==> config.mk <==
export PLATFORM = sky130hd
export DESIGN_NAME = vcc_ctrl
export DESIGN_NICKNAME = d
export VERILOG_FILES = /design/src/logic/vcc_pkg.sv /design/src/logic/vcc_fault_pick.sv /design/src/logic/vcc_ctrl.sv
export SDC_FILE = /design/constraint.sdc
export NUM_CORES = 1
export LEC_CHECK = 0
export BUFFER_PORTS_ARGS = -buffer_cell sky130_fd_sc_hd__clkbuf_2
export CORE_ASPECT_RATIO = 0.9
export CORE_MARGIN = 8
export CORE_UTILIZATION = 52
export CTS_BUF_LIST = sky130_fd_sc_hd__clkbuf_4 sky130_fd_sc_hd__clkbuf_8
export DETAILED_ROUTE_END_ITERATION = 10
export PLACE_DENSITY = 0.78
export SLEW_MARGIN = 20
export SYNTH_ARGS = -nofsm -noshare
export SYNTH_HDL_FRONTEND = slang
export SYNTH_SLANG_ARGS = --single-unit
==> constraint.sdc <==
create_clock -name CLOCK -period 2.86 [get_ports CLOCK]
set_clock_uncertainty 0.1 [all_clocks]
set_input_delay 0.572 -clock CLOCK [delete_from_list [all_inputs] [get_ports CLOCK]]
set_output_delay 0.572 -clock CLOCK [all_outputs]
set_load 0.1 [all_outputs]
==> src/logic/vcc_pkg.sv <==
// vcc_pkg: constants and types for the changeover controller
// assumes: one clock domain, registers reached over axi4-lite
//
// Functional notes
// - factory defaults: black-reference type, auto, primary
// - power-up without faults: auto mode, primary
// - auto mode rejects operator backup requests
// - manual selection applies immediately, ignoring faults
// - auto primary fault: go backup, raise indication
// - primary valid again: show corrected, back primary
// - indication latched until operator confirm press
// - manual primary loss: no switch, still indicate
// - inlet loss indicated, restore shows fixed
// - all power lost: output falls to primary
// - active channel missing signal keeps reporting error
// - commit configuration on menu exit to standby
// - auto table: none P, P B, B P, both B
// - all channels switch together as one
// - show lowest latched channel fault, then next
package vcc_pkg;

	// ---------------------------------------------------------------
	// register offsets (byte addresses)
	// ---------------------------------------------------------------
	localparam logic [7:0] VCC_CTRL_OFS = 8'h00;
	localparam logic [7:0] VCC_STATUS_OFS = 8'h04;
	localparam logic [7:0] VCC_CHCNT_OFS = 8'h08;
	localparam logic [7:0] VCC_TYPE_OFS = 8'h0C;
	localparam logic [7:0] VCC_FAULT_OFS = 8'h10;
	localparam logic [7:0] VCC_IRQ_STAT_OFS = 8'h14;
	localparam logic [7:0] VCC_IRQ_EN_OFS = 8'h18;
	localparam logic [7:0] VCC_IRQ_CLR_OFS = 8'h1C;
	localparam logic [7:0] VCC_CMD_OFS = 8'h20;
	localparam logic [7:0] VCC_NVCFG_OFS = 8'h24;

	// ---------------------------------------------------------------
	// field positions and reset values
	// ---------------------------------------------------------------
	localparam int VCC_CTRL_MANUAL_BIT = 0;
	localparam int VCC_CTRL_SEL_BIT = 1;
	localparam int VCC_CMD_CONFIRM_BIT = 0;
	localparam int VCC_CMD_EXIT_BIT = 1;
	localparam int VCC_TYPE_BITS = 2;
	localparam logic [1:0] VCC_TYPE_NOMEAS = 2'h0;
	localparam logic [1:0] VCC_TYPE_BLACK = 2'h1;
	localparam logic [3:0] VCC_CHCNT_RESET = 4'hC;
	localparam int VCC_IRQ_BITS = 4;
	localparam int VCC_IRQ_PFAULT = 0;
	localparam int VCC_IRQ_BFAULT = 1;
	localparam int VCC_IRQ_INLET = 2;
	localparam int VCC_IRQ_SWITCH = 3;

	// axi responses
	localparam logic [1:0] VCC_RESP_OKAY = 2'h0;
	localparam logic [1:0] VCC_RESP_SLVERR = 2'h2;

	// automatic selection states, gray along idle->fail->recover
	typedef enum logic [1:0] {
		VCC_SEL_PRIMARY = 2'b00,
		VCC_SEL_BACKUP = 2'b01,
		VCC_SEL_RETURN = 2'b11
	} vcc_sel_type;

endpackage : vcc_pkg

==> src/logic/vcc_fault_pick.sv <==
// vcc_fault_pick: finds the lowest-numbered latched fault
// assumes: latch vector is already limited to active channels
`timescale 1ns/1ps
module vcc_fault_pick
	import vcc_pkg::*;
#(
	parameter int CHANNELS = 12
) (
	input wire logic [2*CHANNELS-1:0] latch_vec, // bit 2c primary, 2c+1 backup
	output logic any_set, // some latched fault remains
	output logic [4:0] first_idx // index of lowest latched input
);
	initial begin
		if (CHANNELS < 1 || CHANNELS > 16) begin
			$error("vcc_fault_pick: CHANNELS out of range");
		end
	end

	// scan from the top so the lowest set bit wins
	always_comb begin
		any_set = 1'b0;
		first_idx = 5'h00;
		for (int i = 2 * CHANNELS - 1; i >= 0; i--) begin
			if (latch_vec[i]) begin
				any_set = 1'b1;
				first_idx = 5'(i);
			end
		end
	end
endmodule : vcc_fault_pick

==> src/logic/vcc_ctrl.sv <==
// vcc_ctrl: changeover controller top, axi4-lite slave plus switch logic
// assumes: fault flags and panel pulses synchronous to CLOCK
//
// Local design decisions: register access over AXI4-Lite and the address map.
`timescale 1ns/1ps
module vcc_ctrl
	import vcc_pkg::*;
#(
	parameter int CHANNELS = 12
) (
	input wire logic CLOCK, // 250 MHz clock
	input wire logic RST, // synchronous reset, active high
	input wire logic CE, // clock enable, freezes all state when low
	input wire logic [CHANNELS-1:0] PRI_FAULT, // primary input fault per channel
	input wire logic [CHANNELS-1:0] BAK_FAULT, // backup input fault per channel
	input wire logic [CHANNELS-1:0] PRI_MISSING, // primary input missing per channel
	input wire logic [CHANNELS-1:0] BAK_MISSING, // backup input missing per channel
	input wire logic [1:0] INLET_OK, // mains inlet present
	input wire logic CONFIRM_PRESS, // panel confirm pulse
	input wire logic MENU_EXIT, // panel returned to standby pulse
	input wire logic S_AXI_AWVALID, // write address valid
	output logic S_AXI_AWREADY, // write address ready
	input wire logic [7:0] S_AXI_AWADDR, // write address
	input wire logic S_AXI_WVALID, // write data valid
	output logic S_AXI_WREADY, // write data ready
	input wire logic [31:0] S_AXI_WDATA, // write data
	input wire logic [3:0] S_AXI_WSTRB, // write strobes
	output logic S_AXI_BVALID, // write response valid
	input wire logic S_AXI_BREADY, // write response ready
	output logic [1:0] S_AXI_BRESP, // write response
	input wire logic S_AXI_ARVALID, // read address valid
	output logic S_AXI_ARREADY, // read address ready
	input wire logic [7:0] S_AXI_ARADDR, // read address
	output logic S_AXI_RVALID, // read data valid
	input wire logic S_AXI_RREADY, // read data ready
	output logic [31:0] S_AXI_RDATA, // read data
	output logic [1:0] S_AXI_RRESP, // read response
	output logic SEL_BACKUP, // common switch: high routes to backup
	output logic IND_ON, // fault indication lit
	output logic IND_FIXED, // shown fault has been repaired
	output logic [4:0] IND_INDEX, // shown input, 2c primary 2c+1 backup
	output logic [1:0] INLET_FAULT, // inlet fault indication
	output logic NV_WRITE, // commit configuration to storage pulse
	output logic IRQ // level interrupt
);
	initial begin
		if (CHANNELS < 1 || CHANNELS > 12) begin
			$error("vcc_ctrl: CHANNELS must be 1..12");
		end
	end

	// ---------------------------------------------------------------
	// state
	// ---------------------------------------------------------------
	typedef struct packed {
		logic aw_got;
		logic w_got;
		logic [7:0] aw_addr;
		logic [31:0] w_data;
		logic bvalid;
		logic [1:0] bresp;
		logic rvalid;
		logic [31:0] rdata;
		logic [1:0] rresp;
		logic manual;
		logic man_backup;
		vcc_sel_type sel;
		logic [3:0] chcnt;
		logic [2*CHANNELS-1:0] types;
		logic [2*CHANNELS-1:0] latch;
		logic [4:0] shown;
		logic shown_valid;
		logic [1:0] inlet_fault;
		logic [1:0] inlet_fixed;
		logic [VCC_IRQ_BITS-1:0] irq_stat;
		logic [VCC_IRQ_BITS-1:0] irq_en;
		logic nv_write;
		logic [4+2*CHANNELS-1:0] nv_copy;
	} vcc_state_type;

	vcc_state_type st_reg;
	vcc_state_type st_next;
	logic [CHANNELS-1:0] chan_active;
	logic [2*CHANNELS-1:0] err_now;
	logic any_latched;
	logic [4:0] first_idx;
	logic pri_any;
	logic bak_any;
	logic power_lost;
	logic conf_req;
	logic [2*CHANNELS-1:0] below_first;

	// a channel counts when it lies inside the count and is measured
	function automatic logic ch_live(input logic [3:0] cnt, input logic [1:0] ty, input int c);
		ch_live = (4'(c) < cnt) && (ty != VCC_TYPE_NOMEAS);
	endfunction : ch_live

	// ---------------------------------------------------------------
	// per channel error terms
	// ---------------------------------------------------------------
	genvar g;
	generate
		for (g = 0; g < CHANNELS; g++) begin : g_ch
			assign chan_active[g] = ch_live(st_reg.chcnt, st_reg.types[2*g +: 2], g);
			// missing signal reports continuously while active
			assign err_now[2*g] = chan_active[g] & (PRI_FAULT[g] | PRI_MISSING[g]);
			assign err_now[2*g+1] = chan_active[g] & (BAK_FAULT[g] | BAK_MISSING[g]);
		end
	endgenerate

	assign pri_any = |(err_now & {CHANNELS{2'b01}});
	assign bak_any = |(err_now & {CHANNELS{2'b10}});
	assign power_lost = (INLET_OK == 2'b00);
	// confirm from the panel or from the command register; the write fires when both halves are held
	assign conf_req = CONFIRM_PRESS | (st_reg.aw_got && st_reg.w_got && !st_reg.bvalid &&
		st_reg.aw_addr == VCC_CMD_OFS && st_reg.w_data[VCC_CMD_CONFIRM_BIT]);
	// latched inputs below the shown one, must stay empty
	assign below_first = st_reg.latch & ~({(2*CHANNELS){1'b1}} << first_idx);

	vcc_fault_pick #(
		.CHANNELS(CHANNELS)
	) u_pick (
		.latch_vec(st_reg.latch),
		.any_set(any_latched),
		.first_idx(first_idx)
	);

	// ---------------------------------------------------------------
	// next state
	// ---------------------------------------------------------------
	always_comb begin
		logic wr_fire;
		logic rd_fire;
		logic [VCC_IRQ_BITS-1:0] ev;
		logic want_backup;
		st_next = st_reg;
		wr_fire = 1'b0;
		rd_fire = 1'b0;
		ev = '0;
		want_backup = 1'b0;
		st_next.nv_write = 1'b0;
		// bus write: address and data in either order
		if (S_AXI_AWVALID && !st_reg.aw_got) begin
			st_next.aw_got = 1'b1;
			st_next.aw_addr = S_AXI_AWADDR;
		end
		if (S_AXI_WVALID && !st_reg.w_got) begin
			st_next.w_got = 1'b1;
			st_next.w_data = S_AXI_WDATA;
		end
		if (st_reg.aw_got && st_reg.w_got && !st_reg.bvalid) begin
			wr_fire = 1'b1;
			st_next.aw_got = 1'b0;
			st_next.w_got = 1'b0;
			st_next.bvalid = 1'b1;
			st_next.bresp = VCC_RESP_OKAY;
		end
		if (st_reg.bvalid && S_AXI_BREADY) begin
			st_next.bvalid = 1'b0;
		end
		if (wr_fire) begin
			case (st_reg.aw_addr)
				VCC_CTRL_OFS: begin
					st_next.manual = st_reg.w_data[VCC_CTRL_MANUAL_BIT];
					st_next.man_backup = st_reg.w_data[VCC_CTRL_SEL_BIT];
				end
				VCC_CHCNT_OFS: begin
					// out of range counts are refused
					if (st_reg.w_data[3:0] >= 4'h1 && 32'(st_reg.w_data[3:0]) <= CHANNELS) begin
						st_next.chcnt = st_reg.w_data[3:0];
					end
				end
				VCC_TYPE_OFS: st_next.types = st_reg.w_data[2*CHANNELS-1:0];
				VCC_IRQ_EN_OFS: st_next.irq_en = st_reg.w_data[VCC_IRQ_BITS-1:0];
				VCC_IRQ_CLR_OFS: st_next.irq_stat = st_reg.irq_stat & ~st_reg.w_data[VCC_IRQ_BITS-1:0];
				VCC_CMD_OFS: begin
				end
				default: st_next.bresp = VCC_RESP_SLVERR;
			endcase
		end
		// bus read, one cycle after the address
		if (S_AXI_ARVALID && !st_reg.rvalid) begin
			rd_fire = 1'b1;
			st_next.rvalid = 1'b1;
			st_next.rresp = VCC_RESP_OKAY;
			case (S_AXI_ARADDR)
				VCC_CTRL_OFS: st_next.rdata = {30'h0, st_reg.man_backup, st_reg.manual};
				VCC_STATUS_OFS: st_next.rdata = {21'h0, st_reg.inlet_fixed, st_reg.inlet_fault,
					st_reg.shown, st_reg.shown_valid, st_reg.sel != VCC_SEL_PRIMARY};
				VCC_CHCNT_OFS: st_next.rdata = {28'h0, st_reg.chcnt};
				VCC_TYPE_OFS: st_next.rdata = 32'(st_reg.types);
				VCC_FAULT_OFS: st_next.rdata = 32'(st_reg.latch);
				VCC_IRQ_STAT_OFS: st_next.rdata = 32'(st_reg.irq_stat);
				VCC_IRQ_EN_OFS: st_next.rdata = 32'(st_reg.irq_en);
				VCC_NVCFG_OFS: st_next.rdata = 32'(st_reg.nv_copy);
				VCC_IRQ_CLR_OFS, VCC_CMD_OFS: st_next.rdata = 32'h00000000;
				default: begin
					st_next.rdata = 32'h00000000;
					st_next.rresp = VCC_RESP_SLVERR;
				end
			endcase
		end
		if (st_reg.rvalid && S_AXI_RREADY) begin
			st_next.rvalid = 1'b0;
		end
		// automatic selection, one common switch for every channel
		want_backup = pri_any;
		case (st_reg.sel)
			VCC_SEL_PRIMARY: if (want_backup) st_next.sel = VCC_SEL_BACKUP;
			VCC_SEL_BACKUP: if (!want_backup) st_next.sel = VCC_SEL_RETURN;
			VCC_SEL_RETURN: st_next.sel = want_backup ? VCC_SEL_BACKUP : VCC_SEL_PRIMARY;
			default: st_next.sel = VCC_SEL_PRIMARY;
		endcase
		if (st_next.sel != st_reg.sel && !st_reg.manual) begin
			ev[VCC_IRQ_SWITCH] = 1'b1;
		end
		// fault latches: set in any mode, cleared by confirm; the shown one also clears on repair while another latch still faults
		if (conf_req) begin
			st_next.latch = '0;
			st_next.inlet_fixed = 2'b00;
		end
		// new error wins over a clear in the same cycle
		st_next.latch = st_next.latch | err_now;
		// repaired latched faults give way to the next one in order
		if (any_latched && (st_reg.latch & ~err_now) != '0) begin
			if (!err_now[first_idx] && ((st_reg.latch & err_now) != '0)) begin
				st_next.latch[first_idx] = 1'b0;
			end
		end
		if (any_latched) begin
			st_next.shown = first_idx;
		end
		// lit follows the latches one edge late, so a confirm darkens it unless a fault relatches
		st_next.shown_valid = any_latched;
		ev[VCC_IRQ_PFAULT] = |(err_now & ~st_reg.latch & {CHANNELS{2'b01}});
		ev[VCC_IRQ_BFAULT] = |(err_now & ~st_reg.latch & {CHANNELS{2'b10}});
		// inlet indication: lit on loss, fixed on restore
		for (int k = 0; k < 2; k++) begin
			if (!INLET_OK[k]) begin
				if (!st_reg.inlet_fault[k]) ev[VCC_IRQ_INLET] = 1'b1;
				st_next.inlet_fault[k] = 1'b1;
				st_next.inlet_fixed[k] = 1'b0;
			end else if (st_reg.inlet_fault[k]) begin
				st_next.inlet_fault[k] = 1'b0;
				st_next.inlet_fixed[k] = 1'b1;
			end
		end
		// configuration commit on exit to standby
		if (MENU_EXIT || (wr_fire && st_reg.aw_addr == VCC_CMD_OFS && st_reg.w_data[VCC_CMD_EXIT_BIT])) begin
			st_next.nv_write = 1'b1;
			st_next.nv_copy = {st_reg.chcnt, st_reg.types};
		end
		// events set over a clear in the same cycle
		st_next.irq_stat = st_next.irq_stat | ev;
		if (rd_fire) begin
		end
	end

	// ---------------------------------------------------------------
	// registers
	// ---------------------------------------------------------------
	always_ff @(posedge CLOCK) begin
		if (RST) begin
			st_reg <= '0;
			st_reg.manual <= 1'b0;
			st_reg.sel <= VCC_SEL_PRIMARY;
			st_reg.chcnt <= VCC_CHCNT_RESET;
			st_reg.types <= {CHANNELS{VCC_TYPE_BLACK}};
			st_reg.nv_copy <= {VCC_CHCNT_RESET, {CHANNELS{VCC_TYPE_BLACK}}};
		end else if (CE) begin
			st_reg <= st_next;
		end
	end

	// ---------------------------------------------------------------
	// outputs
	// ---------------------------------------------------------------
	// manual uses the operator choice; auto refuses a forced backup
	// power loss forces primary: the relay rests there unpowered
	assign SEL_BACKUP = !power_lost &&
		(st_reg.manual ? st_reg.man_backup : (st_reg.sel == VCC_SEL_BACKUP));
	assign IND_ON = st_reg.shown_valid | (|st_reg.inlet_fault);
	assign IND_FIXED = st_reg.shown_valid & !err_now[st_reg.shown];
	assign IND_INDEX = st_reg.shown;
	assign INLET_FAULT = st_reg.inlet_fault;
	assign NV_WRITE = st_reg.nv_write;
	assign IRQ = |(st_reg.irq_stat & st_reg.irq_en);
	assign S_AXI_AWREADY = !st_reg.aw_got;
	assign S_AXI_WREADY = !st_reg.w_got;
	assign S_AXI_BVALID = st_reg.bvalid;
	assign S_AXI_BRESP = st_reg.bresp;
	assign S_AXI_ARREADY = !st_reg.rvalid;
	assign S_AXI_RVALID = st_reg.rvalid;
	assign S_AXI_RDATA = st_reg.rdata;
	assign S_AXI_RRESP = st_reg.rresp;

	// ---------------------------------------------------------------
	// checks
	// ---------------------------------------------------------------
	chk_auto_no_backup: assert property (@(posedge CLOCK) disable iff (RST)
		(!st_reg.manual && !pri_any && st_reg.sel == VCC_SEL_PRIMARY) |-> !SEL_BACKUP)
		else $error("backup selected in auto without primary fault");
	chk_manual_follow: assert property (@(posedge CLOCK) disable iff (RST)
		(st_reg.manual && !power_lost) |-> (SEL_BACKUP == st_reg.man_backup))
		else $error("manual selection not followed");
	chk_fault_switch: assert property (@(posedge CLOCK) disable iff (RST)
		(CE && !st_reg.manual && pri_any && !power_lost && st_reg.sel == VCC_SEL_PRIMARY)
		|=> (st_reg.sel == VCC_SEL_BACKUP))
		else $error("no changeover on primary fault");
	chk_fault_latch: assert property (@(posedge CLOCK) disable iff (RST)
		(CE && |err_now) |=> any_latched)
		else $error("fault not latched");
	chk_latch_hold: assert property (@(posedge CLOCK) disable iff (RST)
		!CE |=> $stable(st_reg.latch))
		else $error("latch changed while frozen");
	chk_latch_keep: assert property (@(posedge CLOCK) disable iff (RST)
		(CE && any_latched && !conf_req) |=> any_latched)
		else $error("latched fault lost without confirm");
	chk_inlet_ind: assert property (@(posedge CLOCK) disable iff (RST)
		(CE && !INLET_OK[0]) |=> INLET_FAULT[0])
		else $error("inlet fault not shown");
	chk_power_primary: assert property (@(posedge CLOCK) disable iff (RST)
		power_lost |-> !SEL_BACKUP)
		else $error("backup selected with no power");
	chk_nv_commit: assert property (@(posedge CLOCK) disable iff (RST)
		(CE && MENU_EXIT) |=> (NV_WRITE && st_reg.nv_copy[2*CHANNELS-1:0] == $past(st_reg.types)))
		else $error("configuration not committed on exit");
	chk_first_lowest: assert property (@(posedge CLOCK) disable iff (RST)
		any_latched |-> (st_reg.latch[first_idx] && below_first == '0))
		else $error("shown fault is not the lowest latched");
	chk_return_primary: assert property (@(posedge CLOCK) disable iff (RST)
		(CE && st_reg.sel == VCC_SEL_RETURN && !pri_any) |=> (st_reg.sel == VCC_SEL_PRIMARY))
		else $error("no return to primary after repair");
	chk_backup_only: assert property (@(posedge CLOCK) disable iff (RST)
		(CE && !st_reg.manual && !pri_any && bak_any && st_reg.sel == VCC_SEL_PRIMARY)
		|=> (st_reg.sel == VCC_SEL_PRIMARY))
		else $error("backup only fault moved the switch");
	chk_missing_err: assert property (@(posedge CLOCK) disable iff (RST)
		(CE && |(chan_active & PRI_MISSING)) |=> ((st_reg.latch & {CHANNELS{2'b01}}) != '0))
		else $error("missing input not latched as fault");
	chk_inlet_fixed: assert property (@(posedge CLOCK) disable iff (RST)
		(CE && INLET_OK[0] && INLET_FAULT[0]) |=> (!INLET_FAULT[0] && st_reg.inlet_fixed[0]))
		else $error("inlet repair not shown");
	chk_reset_primary: assert property (@(posedge CLOCK)
		RST |=> (st_reg.sel == VCC_SEL_PRIMARY && !st_reg.manual && !SEL_BACKUP))
		else $error("reset left backup or manual selected");
endmodule : vcc_ctrl

==> out/results.tsv, run 1 <==
metric	value	unit
status	finished, violations left	
violations	setup timing	
tightest_slew	1040	ps
fin_crit	3510	ps
clk_pin_slew_worst_paths	100	ps
grt_antenna_before_repair	2	
vias	10500	
drt_pass1_iterations	6	
hold_class	in -> reg	
die_area	0.0218	mm²
syn_inst	1187	
largest_reg_flops	129	
use_met2	51.8	%
worstPathMaxFanout	6	
worstSetupPathType	reg -> out	
io_buffer_count	147	
finish.net_count	1579	
max_slew_margin	30.1	%
drt-initial-drc-count	1535	
wl_per_cell	22.7	µm
n_antenna_cell	0	
synth_seq_cells	170	
power_density	545	mW/mm²
final_common_cell	buf_4	
final_core_util	72.1	%
use_met3	11.4	%
layout_common_cells	buf_4 (225), nand2_1 (215), dfxtp_1 (151), clkbuf_2 (145), a21oi_1 (134)	
dieWidth	155	µm
synth_ff_type	dfxtp_1	
fin_cells	1714	
cts_tree	done	
yosys-top-cells-area	dfxtp_1 (38%), nand2_1 (9.0%), a21oi_1 (7.7%), nor2_1 (5.1%), a22oi_1 (3.7%)	
die_h	141	µm
ir_drop	472	µV
fillers	1372	
gr-total-overflow	0	
ys_types	81	
tns	-3930	ps
area_growth	35.6	%
worst_slack	-646	ps
p_leak	5.20	nW
drcViolationCount	0	
h-tree-depth	4	
min_period_over_period	123	%
final-setup-viol-count	24	
clockBufferDepth	2	
end_kind	output pin	
fmax	0.285	GHz
synth.cell_area	0.00901	mm²
avgSynthCellArea	7.59	µm²
grt_pass1_vias	9938	
drt-total-wl	39000	µm
dp_hpwl	29000	µm
max_cap_viol_count	0	
track_usage	35.0	%
arrival	2830	ps
cts_made_buffers	17	
cts_sinks	170	
gp_congestion	1.03	
stdcell_area	0.0122	mm²
place_area	0.0111	mm²
drive_gt1_share	35.6	%
postRouteAntennaNets	0	
post-place-cells	1659	
yosysTopAreaCellShare	37.8	%
cts_root_buffer	clkbuf_8	
yosysSeqAreaShare	37.8	%
cp.required	2190	ps
grt_use_met1	45.9	%
yosys.area.top_type	dfxtp_1	
hold_violations	0	
async_flop_share	0	%
grt_most_used_layer	met2	
core-area	0.0169	mm²
grt_first_pass_wirelength	58600	µm
cp-start-kind	register	
io_pins	165	
maxSlewViolCount	0	
fp-row-count	45	
start_util	53.2	%
viasPerCell	6.15	
rsz0062_at_grt	true	
finalPower	0.00666	W
grt_start_max_net_pins	65	
clkLatencyLatePin	470	ps
synth_edf_count	0	
ys_warn_count	0	
final timing paths:
kind	start	end	slack, ps	cells after the start
setup / recovery	st_reg[96]	IND_FIXED	-650	7
hold / removal	S_AXI_WDATA[4]	st_reg[145]	210	3
setup reg to reg	st_reg[97]	st_reg[54]	-190	15
hold reg to reg	st_reg[1]	st_reg[1]	360	2
layer usage:
layer | vias up | share of wire (%)
met5 | - | 0.039
met4 | 2 | 4.1
met3 | 115 | 12
met2 | 721 | 42
met1 | 4936 | 41
li1 | 4760 | -
layout make-up:
| class | count | area (µm²) | share of cell area, % |
|---|---|---|---|
| clock buffer | 18 | 248 | 2.03 |
| clock inverter | 13 | 205 | 1.68 |
| inverter | 24 | 93.8 | 0.768 |
| multi-input combinational | 864 | 5250 | 42.9 |
| sequential | 170 | 3440 | 28.2 |
| tap | 235 | 294 | 2.41 |
| timing repair buffer | 390 | 2690 | 22.0 |
kinds of logic (layout without fill, tap and decap cells):
group                  Yosys count  after routing  synth area share (%)
AND/OR/NAND/NOR                467            467                  23.2
buffers and inverters          157            445                  8.55
AO/OA/AOI/OAI                  358            358                  25.8
flip-flops                     170            170                  37.8
other                            1              5                0.0416
multiplexers                    33             33                  4.51
XOR/XNOR                         1              1                0.0972
synth_stat cells (6+ instances only):
library cell  instances
a211oi_1              8
a21oi_1             139
a222oi_1              9
a22o_1                7
a22oi_1              45
a31oi_1              11
a32oi_1               7
and2_1                6
buf_2                10
buf_4                43
clkbuf_1             77
dfxtp_1             170
inv_1                22
mux2i_1              26
mux4_2                6
nand2_1             216
nand2b_1             10
nand3_1              37
nor2_1              122
nor3_1               11
nor3b_1               6
nor4_1               14
o211ai_1              9
o21ai_0              43
o21ai_1              11
o221ai_1              8
o22ai_1               9
o311ai_0              8
or2_2                10
or3_1                 6
report_power, final:
part / leakage (nW) / switching (W) / total, W / internal [W]
logic: 3.59 / 0.00117 / 0.00207 / 0.000895
registers: 1.39 / 0.000149 / 0.00262 / 0.00247
clock network: 0.226 / 0.000974 / 0.00197 / 0.000999
total: 5.20 / 0.00229 / 0.00666 / 0.00437
critical path, stage by stage, from the launching register on:
cell,delay [ps]
dfxtp_4,420
buf_6,110
o32a_1,260
o21ai_1,120
mux4_2,550
mux4_2,490
o211a_4,250
buf_12,160
through the flow:
stage	hold slack (ps)	setup WS (ps)
5_1_grt	202	-677
3_5_place_dp	343	-317
4_1_cts	192	-619
2_1_floorplan	331	-79.8
3_3_place_gp	337	-283
6_report	211	-646
repair_timing:
action / in CTS / in global routing
cloned: 0 / 0
hold buffers: 0 / 0
gates resized for setup: 103 / 30
pin swaps: 35 / 14
setup endpoints to repair: 25 / 27
hold endpoints to repair: 0 / 0
buffers inserted: 16 / 9
Power figures use the tool's default switching activity.
==> run 2, diff against run 1 <==
clock period = 3.1 ns   (was 2.86 ns; I/O delays follow)
==> run 2 against run 1 <==
Against the previous run:
- the flow still finishes with violations (setup timing)
- first-iteration DRC count down 11%
- routed wire length down 7.4%
- total power down 12%
- cell area down 4.7%
- non-clock buffer count down 45
- critical path depth up 2
==> out/results.tsv, run 2 (synthesized netlist as in run 1, its figures left out) <==
metric	value	unit	change
power_density	502	mW/mm²	-7.9%
worstSetupPathType	reg -> out		
vias	10200		-3.0%
cts_root_buffer	clkbuf_8		
hold_class	in -> reg		
hold_violations	0		unchanged
cp-start-kind	register		
fmax	0.277	GHz	
wl_per_cell	21.6	µm	-5.0%
grt_start_max_net_pins	81		+25%
comb_power_share	29.8	%	-1.2 points
p_clk_share	29.0	%	-0.6 points
largest_reg_flops	129		unchanged
io_pins	165		unchanged
n_antenna_cell	0		unchanged
drt_pass1_iterations	7		+1
drt-initial-drc-count	1373		-11%
fin_crit	3610	ps	
clockBufferDepth	2		unchanged
grt_antenna_before_repair	0		-2
cts_tree	done		
grt_first_pass_wirelength	54700	µm	-6.6%
dp_hpwl	26900	µm	-7.2%
violations	setup timing		
maxSlewViolCount	0		unchanged
arrival	2890	ps	+60 ps
fillers	1429		+4.2%
tightest_slew	955	ps	-82.9 ps
clkLatencyLatePin	490	ps	+20 ps
gp_congestion	1.03		+0.28%
post-place-cells	1622		-2.2%
cts-hold-fix-buffers	0		unchanged
finish.net_count	1535		-2.8%
cts_made_buffers	17		unchanged
final-setup-viol-count	6		-75%
track_usage	32.1	%	-2.9 points
area_growth	29.2	%	
min_period_over_period	117	%	
wl_met2	15500	µm	-5.9%
worstPathMaxFanout	7		+1
wl_met3	4500	µm	-7.2%
place_area	0.0108	mm²	-2.8%
h-tree-depth	4		unchanged
core-area	0.0169	mm²	unchanged
highest_layer	met4		
fin_cells	1671		-2.5%
stdcell_area	0.0116	mm²	-4.7%
drt-total-wl	36100	µm	-7.4%
internal-power	0.00379	W	-13%
fp-row-count	45		unchanged
viasPerCell	6.12		-0.48%
seq_power_share	41.2	%	+1.9 points
p_switching	0.00205	W	-10%
die_area	0.0218	mm²	unchanged
ir_drop	385	µV	-18%
layout_common_cells	nand2_1 (214), buf_4 (192), dfxtp_1 (156), clkbuf_2 (145), a21oi_1 (136)		
cp.required	2380	ps	+190 ps
worst_slack	-512	ps	+134 ps
start_util	53.2	%	unchanged
die_h	141	µm	unchanged
drive_gt1_share	32.0	%	-3.6 points
finalPower	0.00584	W	-12%
max_slew_margin	36.3	%	+6.3 points
dieWidth	155	µm	unchanged
io_buffer_count	147		unchanged
end_kind	output pin		
switching_share	35.2	%	+0.72 points
cts_sinks	170		unchanged
clk_pin_slew_worst_paths	90	ps	about the same
grt_pass1_vias	9751		-1.9%
status	finished, violations left		
postRouteAntennaNets	0		unchanged
p_leak	4.92	nW	-5.4%
gr-total-overflow	0		unchanged
wl_met1	14600	µm	-8.7%
drcViolationCount	0		unchanged
max_cap_viol_count	0		unchanged
final_common_cell	nand2_1		
rsz0062_at_grt	true		
## run 2: cell types whose count changed in the layout (fill, tap and decap cells not counted), moves of 4 or more
cell,change
buf_6,-8
dfxtp_1,+5
nor4_1,+4
o21ai_2,-4
buf_4,-33
## run 2: routing by layer
metal	global-route usage, %	up-vias
met4	13.9	0
met1	42.5	4741
met5	0	-
li1	-	4675
met3	8.89	112
met2	48.2	692
## run 2: worst paths after layout
| check | startpoint | endpoint | slack, ps | cells past startpoint |
|---|---|---|---|---|
| worst min-delay path | S_AXI_WDATA[7] | st_reg[148] | 240 | 3 |
| worst max-delay path | st_reg[97] | IND_FIXED | -510 | 9 |
| worst max register to register | st_reg[58] | st_reg[50] | -50 | 15 |
| worst min register to register | st_reg[150] | st_reg[80] | 350 | 2 |
## run 2: cell type report
cell class	instances	area, µm²	share of cell area (%)
flip-flops and latches	170	3430	29.5
clock inverters	13	160	1.38
well taps	235	294	2.52
clock buffers	19	262	2.25
repair buffers	345	2270	19.5
inverters	24	90.1	0.774
multi-input cells	865	5130	44.1
## run 2: timing repair
action	in CTS	in global routing
gates resized for setup	38	52
gates cloned	1	0
hold endpoints to repair	0	0
setup buffers	11	5
setup endpoints to repair	24	24
pin swaps	8	13
## run 2: power groups by stage
| stage | Sequential, W | Combinational (W) | Clock, W |
|---|---|---|---|
| detailed placement | 0.00244 | 0.00154 | 0 |
| finish | 0.00241 | 0.00174 | 0.00169 |
| global route | 0.00242 | 0.00182 | 0.00179 |
| floorplan | 0.00238 | 0.000896 | 0 |
| CTS | 0.00239 | 0.00160 | 0.00169 |
| global placement | 0.00244 | 0.00154 | 0 |
## run 2: critical path: stages (launching register included)
cell     delay [ps]
dfxtp_4         420
buf_6           140
nor4_1           50
nor2_1          150
buf_4           170
o21ai_0         120
mux4_2          470
mux4_2          470
o211a_4         260
buf_12          160
## run 2: metrics by stage
stage                     util, %  hold WS, ps  TNS [ps]  setup slack (ps)
after detailed placement     63.7          343     -3330              -211
final                        68.7          243      -660              -512
after floorplan                 -          331         0              20.5
after global placement       63.7          337     -3540              -216
after CTS                    67.4          234      -433              -433
after global routing         68.7          230     -2040              -553
